### src/logic/fkm_defines.svh
/*
 * Offsets, field positions, reset values, command codes and index values
 * for the flash key and margin command sequencer.
 * Assumes a 32-bit Avalon-MM slave with byte addresses, word aligned.
 */
`ifndef FKM_DEFINES_SVH
`define FKM_DEFINES_SVH

// ==========================================================================
// register byte offsets
`define FKM_OFS_STATUS 5'h00
`define FKM_OFS_INDEX 5'h04
`define FKM_OFS_CMDWORD 5'h08
`define FKM_OFS_SECURITY 5'h0C
`define FKM_OFS_MARGIN 5'h10

// ==========================================================================
// status register fields
`define FKM_ST_CMD_COMPLETE 7
`define FKM_ST_ACCESS_ERROR 5
`define FKM_ST_PROT_VIOL 4
`define FKM_ST_MGERR 1
`define FKM_ST_MGUNC 0

// security register fields and reset values
`define FKM_KEN_HI 7
`define FKM_KEN_LO 6
`define FKM_SEC_SEC_HI 1
`define FKM_SEC_SEC_LO 0
`define FKM_KEN_ON 2'b10
`define FKM_SEC_UNSECURED 2'b10
`define FKM_SECURITY_RESET 8'hFF

// ==========================================================================
// command codes and launch index values
`define FKM_CMD_KEY 8'h0C
`define FKM_CMD_USER_MARGIN 8'h0D
`define FKM_CMD_FIELD_MARGIN 8'h0E
`define FKM_IDX_KEY 3'b100
`define FKM_IDX_MARGIN 3'b001
`define FKM_IDX_KEY0 3'b001

// margin settings
`define FKM_MARGIN_NORMAL 16'h0000
`define FKM_MARGIN_USER_MAX 16'h0002
`define FKM_MARGIN_FIELD_MAX 16'h0004

// comparison key location in the configuration field
`define FKM_KEY_BASE_ADDR 23'h7F_FF00

`endif

### src/logic/fkm_pkg.sv
/*
 * Types shared by the flash key and margin command sequencer.
 * Assumes nothing of its surroundings.
 */
package fkm_pkg;

	// ======================================================================
	// command sequencer states
	typedef enum logic [2:0] {
		FKM_ST_IDLE = 3'b000,
		FKM_ST_DECODE = 3'b001,
		FKM_ST_KEY = 3'b010,
		FKM_ST_MARGIN = 3'b011,
		FKM_ST_DONE = 3'b100
	} fkm_seq_t;

	// key comparison states
	typedef enum logic [1:0] {
		FKM_KC_IDLE = 2'b00,
		FKM_KC_FETCH = 2'b01,
		FKM_KC_CMP = 2'b10
	} fkm_kc_t;

endpackage

### src/logic/fkm_top.sv
/*
 * Flash command sequencer for the backdoor key check and the user and
 * field read margin commands, with an Avalon-MM register slave.
 * Assumes one 50 MHz clock, stored keys readable with one clock latency,
 * and a special-mode strap coming from a pin.
 */
// The register addresses and the Avalon-MM register port were chosen for this implementation.
`timescale 1ns/100ps
`include "fkm_defines.svh"

module fkm_top #(
	parameter int NUM_BLOCKS = 2
) (
	input wire logic clk, // 50 MHz module clock
	input wire logic resetn, // async reset, active low
	input wire logic [4:0] avs_address, // byte address
	input wire logic avs_read, // read request
	input wire logic avs_write, // write request
	input wire logic [31:0] avs_writedata, // write data
	input wire logic [3:0] avs_byteenable, // byte lanes
	output logic [31:0] avs_readdata, // read data
	output logic avs_waitrequest, // stall
	input wire logic special_mode_pin, // special operating mode strap
	output logic [22:0] key_rd_addr, // stored key read address
	input wire logic [15:0] key_rd_data, // stored key word
	input wire logic [6:0] read_block, // block the array is reading
	output logic [2:0] read_margin, // margin level for that read
	output logic secured // device is secured
);

	// ======================================================================
	// declarations
	fkm_pkg::fkm_seq_t seq_reg;
	logic cmd_complete_reg;
	logic access_error_reg;
	logic key_fail_reg;
	logic [2:0] index_reg;
	logic [15:0] cob_reg [6];
	logic [7:0] security_reg;
	logic [6:0] margin_sel_reg;
	logic [1:0] mode_sync_reg;
	logic ack_reg;
	logic bus_req;
	logic bus_wr;
	logic launch;
	logic err_set;
	logic margin_wr;
	logic key_start;
	logic key_done;
	logic key_match;
	logic [1:0] key_sel;
	logic [2:0] sw_level;
	logic [7:0] cmd_code;
	logic [6:0] cmd_block;
	logic [15:0] cmd_setting;
	logic special_mode;
	logic [31:0] rd_mux;

	// field pick-outs of command word 0 and 1
	// block and setting fields
	assign cmd_code = cob_reg[0][15:8];
	assign cmd_block = cob_reg[0][6:0];
	assign cmd_setting = cob_reg[1];
	assign special_mode = mode_sync_reg[1];
	assign secured = security_reg[`FKM_SEC_SEC_HI:`FKM_SEC_SEC_LO] != `FKM_SEC_UNSECURED;

	// checks whether a margin command may run
	function automatic logic margin_ok(input logic [7:0] code, input logic [2:0] idx,
		input logic [6:0] blk, input logic [15:0] setting, input logic special);
		logic [15:0] limit;
		limit = `FKM_MARGIN_USER_MAX;
		if (code == `FKM_CMD_FIELD_MARGIN) begin
			limit = `FKM_MARGIN_FIELD_MAX;
		end
		margin_ok = (idx == `FKM_IDX_MARGIN) && (int'(blk) < NUM_BLOCKS) &&
			(setting <= limit) && (code != `FKM_CMD_FIELD_MARGIN || special);
	endfunction

	// ======================================================================
	// avalon slave: one wait cycle, answer on the second edge
	assign bus_req = (avs_read || avs_write) && !ack_reg;
	assign avs_waitrequest = (avs_read || avs_write) && !ack_reg;
	assign bus_wr = avs_write && ack_reg && avs_byteenable[0]; // acts at the completing edge

	// acknowledge flop, drops after each answer
	always_ff @(posedge clk or negedge resetn) begin
		if (!resetn) begin
			ack_reg <= 1'b0;
		end else begin
			ack_reg <= bus_req;
		end
	end

	// read data mux
	always_comb begin
		rd_mux = 32'h0000_0000;
		case (avs_address)
			`FKM_OFS_STATUS: begin
				rd_mux[`FKM_ST_CMD_COMPLETE] = cmd_complete_reg;
				rd_mux[`FKM_ST_ACCESS_ERROR] = access_error_reg;
			end
			`FKM_OFS_INDEX: rd_mux[2:0] = index_reg;
			`FKM_OFS_CMDWORD: begin
				if (index_reg < 3'h6) begin
					rd_mux[15:0] = cob_reg[index_reg];
				end
			end
			`FKM_OFS_SECURITY: rd_mux[7:0] = security_reg;
			`FKM_OFS_MARGIN: begin
				rd_mux[6:0] = margin_sel_reg;
				rd_mux[18:16] = sw_level;
			end
			default: rd_mux = 32'h0000_0000;
		endcase
	end

	// read data captured at the first edge, ending the wait cycle, ahead of the answer
	always_ff @(posedge clk or negedge resetn) begin
		if (!resetn) begin
			avs_readdata <= 32'h0000_0000;
		end else if (avs_read && bus_req) begin
			avs_readdata <= rd_mux;
		end
	end

	// ======================================================================
	// mode strap synchroniser
	always_ff @(posedge clk or negedge resetn) begin
		if (!resetn) begin
			mode_sync_reg <= 2'b00;
		end else begin
			mode_sync_reg <= {mode_sync_reg[0], special_mode_pin};
		end
	end

	// ======================================================================
	// software-writable registers, frozen while a command runs except the margin readback select
	// busy write guard
	assign launch = bus_wr && cmd_complete_reg && avs_address == `FKM_OFS_STATUS &&
		avs_writedata[`FKM_ST_CMD_COMPLETE];

	// index and command object words
	// indexed word load
	always_ff @(posedge clk or negedge resetn) begin
		if (!resetn) begin
			index_reg <= 3'h0;
			for (int i = 0; i < 6; i++) begin
				cob_reg[i] <= 16'h0000;
			end
		end else if (bus_wr && cmd_complete_reg) begin
			if (avs_address == `FKM_OFS_INDEX) begin
				index_reg <= avs_writedata[2:0];
			end
			if (avs_address == `FKM_OFS_CMDWORD && index_reg < 3'h6 && avs_byteenable[1]) begin
				cob_reg[index_reg] <= avs_writedata[15:0];
			end
		end
	end

	// margin readback select
	always_ff @(posedge clk or negedge resetn) begin
		if (!resetn) begin
			margin_sel_reg <= 7'h00;
		end else if (bus_wr && avs_address == `FKM_OFS_MARGIN) begin
			margin_sel_reg <= avs_writedata[6:0];
		end
	end

	// security register; key match releases security
	always_ff @(posedge clk or negedge resetn) begin
		if (!resetn) begin
			security_reg <= `FKM_SECURITY_RESET;
		end else if (key_done && key_match) begin
			security_reg[`FKM_SEC_SEC_HI:`FKM_SEC_SEC_LO] <= `FKM_SEC_UNSECURED;
		end else if (bus_wr && cmd_complete_reg && avs_address == `FKM_OFS_SECURITY) begin
			security_reg <= avs_writedata[7:0];
		end
	end

	// ======================================================================
	// command sequencer
	always_ff @(posedge clk or negedge resetn) begin
		if (!resetn) begin
			seq_reg <= fkm_pkg::FKM_ST_IDLE;
		end else begin
			case (seq_reg)
				fkm_pkg::FKM_ST_IDLE: begin
					if (launch) begin
						seq_reg <= fkm_pkg::FKM_ST_DECODE;
					end
				end
				fkm_pkg::FKM_ST_DECODE: begin
					if (err_set) begin
						seq_reg <= fkm_pkg::FKM_ST_DONE;
					end else if (cmd_code == `FKM_CMD_KEY) begin
						seq_reg <= fkm_pkg::FKM_ST_KEY;
					end else begin
						seq_reg <= fkm_pkg::FKM_ST_MARGIN;
					end
				end
				fkm_pkg::FKM_ST_KEY: begin
					if (key_done) begin
						seq_reg <= fkm_pkg::FKM_ST_DONE;
					end
				end
				fkm_pkg::FKM_ST_MARGIN: seq_reg <= fkm_pkg::FKM_ST_DONE;
				fkm_pkg::FKM_ST_DONE: seq_reg <= fkm_pkg::FKM_ST_IDLE;
				default: seq_reg <= fkm_pkg::FKM_ST_IDLE;
			endcase
		end
	end

	// launch checks in the decode cycle
	always_comb begin
		err_set = 1'b0;
		if (seq_reg == fkm_pkg::FKM_ST_DECODE) begin
			case (cmd_code)
				`FKM_CMD_KEY: begin
					err_set = index_reg != `FKM_IDX_KEY || key_fail_reg ||
						security_reg[`FKM_KEN_HI:`FKM_KEN_LO] != `FKM_KEN_ON;
				end
				`FKM_CMD_USER_MARGIN, `FKM_CMD_FIELD_MARGIN: begin
					err_set = !margin_ok(cmd_code, index_reg, cmd_block, cmd_setting,
						special_mode);
				end
				default: err_set = 1'b1;
			endcase
		end else if (seq_reg == fkm_pkg::FKM_ST_KEY && key_done) begin
			err_set = !key_match;
		end
	end

	assign key_start = seq_reg == fkm_pkg::FKM_ST_DECODE && !err_set &&
		cmd_code == `FKM_CMD_KEY;
	assign margin_wr = seq_reg == fkm_pkg::FKM_ST_MARGIN;

	// ======================================================================
	// status flags; hardware set wins over software clear
	always_ff @(posedge clk or negedge resetn) begin
		if (!resetn) begin
			cmd_complete_reg <= 1'b1;
			access_error_reg <= 1'b0;
		end else begin
			if (seq_reg == fkm_pkg::FKM_ST_DONE) begin
				cmd_complete_reg <= 1'b1;
			end else if (launch) begin
				cmd_complete_reg <= 1'b0;
			end
			if (err_set) begin
				access_error_reg <= 1'b1;
			end else if (bus_wr && avs_address == `FKM_OFS_STATUS &&
				avs_writedata[`FKM_ST_ACCESS_ERROR]) begin
				access_error_reg <= 1'b0;
			end
		end
	end

	// mismatch lockout, cleared only by reset
	always_ff @(posedge clk or negedge resetn) begin
		if (!resetn) begin
			key_fail_reg <= 1'b0;
		end else if (seq_reg == fkm_pkg::FKM_ST_KEY && key_done && !key_match) begin
			key_fail_reg <= 1'b1;
		end
	end

	// ======================================================================
	// submodules
	// key word n at index n+1
	fkm_key_check u_key (
		.clk(clk),
		.resetn(resetn),
		.start(key_start),
		.user_key(cob_reg[3'(key_sel) + `FKM_IDX_KEY0]),
		.key_sel(key_sel),
		.key_rd_addr(key_rd_addr),
		.key_rd_data(key_rd_data),
		.done(key_done),
		.match(key_match)
	);

	fkm_margin_table #(
		.NUM_BLOCKS(NUM_BLOCKS)
	) u_margin (
		.clk(clk),
		.resetn(resetn),
		.wr_en(margin_wr),
		.wr_block(cmd_block),
		.wr_level(cmd_setting[2:0]),
		.sw_block(margin_sel_reg),
		.sw_level(sw_level),
		.rd_block(read_block),
		.rd_level(read_margin)
	);

endmodule // fkm_top

### src/logic/fkm_key_check.sv
/*
 * Backdoor key comparison engine: fetches the four stored comparison words
 * from the configuration field and compares them with the supplied keys.
 * Assumes flash read data returns one clock after the address is issued.
 */
`timescale 1ns/100ps
`include "fkm_defines.svh"

module fkm_key_check (
	input wire logic clk, // module clock
	input wire logic resetn, // async reset, active low
	input wire logic start, // one-cycle start pulse
	input wire logic [15:0] user_key, // supplied key for key_sel
	output logic [1:0] key_sel, // key word being handled
	output logic [22:0] key_rd_addr, // stored key read address
	input wire logic [15:0] key_rd_data, // stored key word
	output logic done, // one-cycle finish pulse
	output logic match // all keys matched, valid with done
);

	fkm_pkg::fkm_kc_t state_reg;
	logic [1:0] sel_reg;
	logic miss_reg;
	logic miss_now;

	// key n sits one word above key n-1
	assign key_sel = sel_reg;
	assign key_rd_addr = `FKM_KEY_BASE_ADDR + {20'h0_0000, sel_reg, 1'b0};
	assign miss_now = miss_reg | (key_rd_data != user_key);

	// ======================================================================
	// fetch / compare walk over the four words
	always_ff @(posedge clk or negedge resetn) begin
		if (!resetn) begin
			state_reg <= fkm_pkg::FKM_KC_IDLE;
			sel_reg <= 2'b00;
			miss_reg <= 1'b0;
			done <= 1'b0;
			match <= 1'b0;
		end else begin
			done <= 1'b0;
			case (state_reg)
				fkm_pkg::FKM_KC_IDLE: begin
					if (start) begin
						sel_reg <= 2'b00;
						miss_reg <= 1'b0;
						state_reg <= fkm_pkg::FKM_KC_FETCH;
					end
				end
				fkm_pkg::FKM_KC_FETCH: begin
					state_reg <= fkm_pkg::FKM_KC_CMP;
				end
				fkm_pkg::FKM_KC_CMP: begin
					miss_reg <= miss_now;
					if (sel_reg == 2'b11) begin
						done <= 1'b1;
						match <= !miss_now;
						state_reg <= fkm_pkg::FKM_KC_IDLE;
					end else begin
						sel_reg <= sel_reg + 2'b01;
						state_reg <= fkm_pkg::FKM_KC_FETCH;
					end
				end
				default: begin
					state_reg <= fkm_pkg::FKM_KC_IDLE;
				end
			endcase
		end
	end

endmodule // fkm_key_check

### src/logic/fkm_margin_table.sv
/*
 * Per-block read margin level store with one write port, a software
 * readback port and a flash read-path port.
 * Assumes nothing of block numbers; it checks each one against NUM_BLOCKS.
 */
`timescale 1ns/100ps
`include "fkm_defines.svh"

module fkm_margin_table #(
	parameter int NUM_BLOCKS = 2
) (
	input wire logic clk, // module clock
	input wire logic resetn, // async reset, active low
	input wire logic wr_en, // write strobe
	input wire logic [6:0] wr_block, // block written
	input wire logic [2:0] wr_level, // level written
	input wire logic [6:0] sw_block, // block for readback
	output logic [2:0] sw_level, // readback level
	input wire logic [6:0] rd_block, // block being read by the array
	output logic [2:0] rd_level // level governing that read
);

	logic [2:0] level_mem [NUM_BLOCKS];

	// out-of-range selects read as normal
	function automatic logic [2:0] lookup(input logic [6:0] blk);
		lookup = 3'h0;
		if (int'(blk) < NUM_BLOCKS) begin
			lookup = level_mem[int'(blk)];
		end
	endfunction

	// ======================================================================
	// level storage, normal after reset
	always_ff @(posedge clk or negedge resetn) begin
		if (!resetn) begin
			for (int i = 0; i < NUM_BLOCKS; i++) begin
				level_mem[i] <= 3'h0;
			end
		end else if (wr_en && int'(wr_block) < NUM_BLOCKS) begin
			level_mem[int'(wr_block)] <= wr_level;
		end
	end

	// both read ports
	always_ff @(posedge clk or negedge resetn) begin
		if (!resetn) begin
			sw_level <= 3'h0;
			rd_level <= 3'h0;
		end else begin
			sw_level <= lookup(sw_block);
			rd_level <= lookup(rd_block);
		end
	end

endmodule // fkm_margin_table

### config.mk
export PLATFORM = sky130hd
export DESIGN_NAME = fkm_top
export DESIGN_NICKNAME = d
export VERILOG_FILES = /design/src/logic/fkm_pkg.sv /design/src/logic/fkm_top.sv /design/src/logic/fkm_key_check.sv /design/src/logic/fkm_margin_table.sv
export VERILOG_INCLUDE_DIRS = /design/src /design/src/logic
export SDC_FILE = /design/constraint.sdc
export NUM_CORES = 1
export LEC_CHECK = 0
export BUFFER_PORTS_ARGS = -buffer_cell sky130_fd_sc_hd__buf_2
export CAP_MARGIN = 20
export CORE_ASPECT_RATIO = 1.75
export CORE_MARGIN = 2
export CORE_UTILIZATION = 40
export DETAILED_ROUTE_END_ITERATION = 10
export HOLD_SLACK_MARGIN = 0.06
export PLACE_DENSITY = 0.71
export SLEW_MARGIN = 20
export SYNTH_ARGS = -nofsm -noshare
export SYNTH_HDL_FRONTEND = slang
export SYNTH_HIERARCHICAL = 1
export SYNTH_SLANG_ARGS = --single-unit
### constraint.sdc
create_clock -name clk -period 3.65 [get_ports clk]
set_input_delay 0.5475 -clock clk [delete_from_list [all_inputs] [get_ports clk]]
set_output_delay 0.5475 -clock clk [all_outputs]
set_load 0.05 [all_outputs]
==> results_dict.tcl <==
set metrics [dict create \
    syn_to_final_growth_pct 14.2 \
    core-area_sq_um 21400 \
    synth-edff-count 0 \
    antenna_found_initial 0 \
    dieArea_sq_um 22900 \
    clk_latency_ns 0.43 \
    grt_pass1_vias 6570 \
    crit_type "reg2reg" \
    final_common_cell "dfrtp_1" \
    cts.sinks 161 \
    yosysWarnings 6 \
    p_leak_nw 4.62 \
    outcome "complete, no violations" \
    r2r_start "cmd_code[4]$_DFFE_PN0P_" \
    fmax_mhz 296 \
    largest_reg_flops 65 \
    grtUsageMet1 0.237 \
    drt_iter0_drc 375 \
    path_clk_slew_ns 0.07 \
    drcViolationCount 0 \
    mostFrequentLayoutCells "dfrtp_1, mux2_2, buf_2" \
    ys_seq_area_frac 0.467 \
    min_period_ns 3.37 \
    cts_resized 0 \
    setup_viol_count_final 0 \
    yosys_most_used_dff "dfrtp_1" \
    timing.rr.end "u_key/key_sel[1]$_DFFE_PN0P_" \
    arrival_ns 3.69 \
    wirelength_um 23500 \
    drive_gt1_frac 0.392 \
    die-height_um 199 \
    cts_root_buf "clkbuf_16" \
    gp_congestion 0.844 \
    worst_pin_slew_ns 0.939 \
    async_flop_share 1.00 \
    tns_ns 0 \
    grt_busiest_layer "met2" \
    hold_violations 0 \
    cp.required_ns 3.97 \
    grt_pass1_wl_um 36800 \
    netlist_area_sq_um 8650 \
    synth_top_area_share 0.440 \
    io_buffer_count 76 \
    dpl.hpwl_um 16200 \
    layout.nets 853 \
    power_density_nw_per_um2 436 \
    synth_area_per_cell_sq_um 12.2 \
    ios 129 \
    start_util 0.404 \
    maxCapViolCount 0 \
    cts_buffer_depth 2 \
    endpoint_kind "register" \
    grt_max_degree 72 \
    synthCells 707 \
    hold_class "in2async" \
    rows 71 \
    cts_setup_buffers 0 \
    cts-htree-levels 4 \
    synth-seq-cells 161 \
    cts_made_buffers 17 \
    overflow 0 \
    worstSetupStartpointType "register" \
    path_max_fanout 4 \
    final.setup_skew_ns 0.0101 \
    cts_hold_buffers 0 \
    met3_usage 0.0402 \
    synth_area_leaders "dfrtp_1, mux2_2, mux4_2" \
    vias_per_cell 5.67 \
    gr-usage-met2 0.391 \
    reg2reg_setup_slack_ns 0.28 \
    drtAntennaViolNets 0 \
    max_slew_margin 0.373 \
    power_mw 4.31 \
    die_x_um 115 \
    yosys.area.top_type "dfrtp_1" \
    cts_tree "done" \
    ir_worst_vdd_mv 0.338 \
    drtPass1Iterations 5 \
    grt_usage 0.215 \
    wl_per_cell_um 21.6 \
    synth_cell_types 60 \
    finalMaxSlewViolations 0 \
    cp-startpoint "cmd_code[4]$_DFFE_PN0P_" \
    period_share 0.925 \
    crit_end "u_key/key_sel[1]$_DFFE_PN0P_" \
    vias 6153 \
    diodes 0 \
    rsz0062_at_grt "no" \
    ff2ff_path_depth 14 \
]
## power breakdown
part,internal [mW],switching (mW)
sequential,1.84,0.0478
clock,1.10,0.794
combinational,0.146,0.381
## critical path, stage by stage, from the launching register on
cell and delay, ns:
dfrtp_1 0.41, nor4_1 0.40, buf_4 0.19, nand3_1 0.09, nor2_1 0.10, nand2_1 0.08, ha_1 0.29, nor2b_1 0.13
o22a_1 0.16, or4_1 0.49, a211oi_1 0.37, nand2b_1 0.10, a21oi_1 0.20, nor2b_1 0.07, a31o_1 0.18
## final cells by class
class | instances | area, sq um
repair buffers | 98 | 564
multi-input cells | 480 | 4210
clock buffers | 18 | 429
inverters | 22 | 82.6
well taps | 292 | 365
clock inverters | 14 | 191
fillers | 1969 | 11500
flip-flops and latches | 161 | 4040
## layer usage
layer  part of all wire  vias to the layer above  routed length, um
li1                   -                     2712                  -
met1               0.37                     3118               8570
met2               0.55                      257              12800
met3              0.046                       66               1090
met4              0.043                        0               1000
met5                  0                        -                  0
## synthesized netlist by cell type (6+ instances only)
library cell / instances
o2bb2ai_1: 8
a221oi_1: 10
a221o_1: 20
o21ai_0: 7
nor4_1: 10
a21oi_1: 10
nand2b_1: 9
dfrtp_1: 152
mux4_2: 16
buf_4: 38
nor2b_1: 11
mux2_4: 13
mux2i_1: 29
clkbuf_1: 29
nand3_1: 12
nand2_1: 25
xor2_1: 16
o22ai_1: 18
inv_1: 22
buf_1: 6
a32o_1: 8
mux2_2: 129
nor2_1: 28
dfstp_2: 9
## metrics by stage
step	utilization	area, sq um	hold slack, ns	setup WS [ns]	std cells
finish	0.462	9880	0.118	0.275	1085
CTS	0.462	9880	0.147	0.279	1085
global route	0.462	9880	0.176	0.0447	1085
floorplan	-	8770	0.252	0.174	738
detailed placement	0.433	9260	0.347	0.319	1053
global placement	0.433	9260	0.342	0.331	1053
## worst min path at each step
stage | from | endpoint | slack [ns] | depth (start not counted)
floorplan | resetn | access_error_reg$_DFFE_PN0P_ | 0.25 | 0
global placement | mode_sync_reg[0]$_DFF_PN0_ | mode_sync_reg[1]$_DFF_PN0_ | 0.34 | 0
detailed placement | mode_sync_reg[0]$_DFF_PN0_ | mode_sync_reg[1]$_DFF_PN0_ | 0.35 | 0
CTS | resetn | cob_reg[30]$_DFFE_PN0P_ | 0.15 | 1
global route | resetn | cob_reg[30]$_DFFE_PN0P_ | 0.18 | 1
finish | resetn | cob_reg[30]$_DFFE_PN0P_ | 0.12 | 1
## kinds of logic (layout without fill, tap and decap cells)
logic type               after synthesis  after routing  synth area share
AO/OA/AOI/OAI                        105            105            0.0956
multiplexers                         187            187             0.266
AND/OR/NAND/NOR                      133            133            0.0869
buffers and inverters                 97            152            0.0607
XOR/XNOR                              17             17            0.0172
other                                  3             34           0.00130
adder cells (fa/ha/maj)                4              4           0.00578
flip-flops                           161            161             0.467
Note: power is estimated with default switching activity, not from simulation.
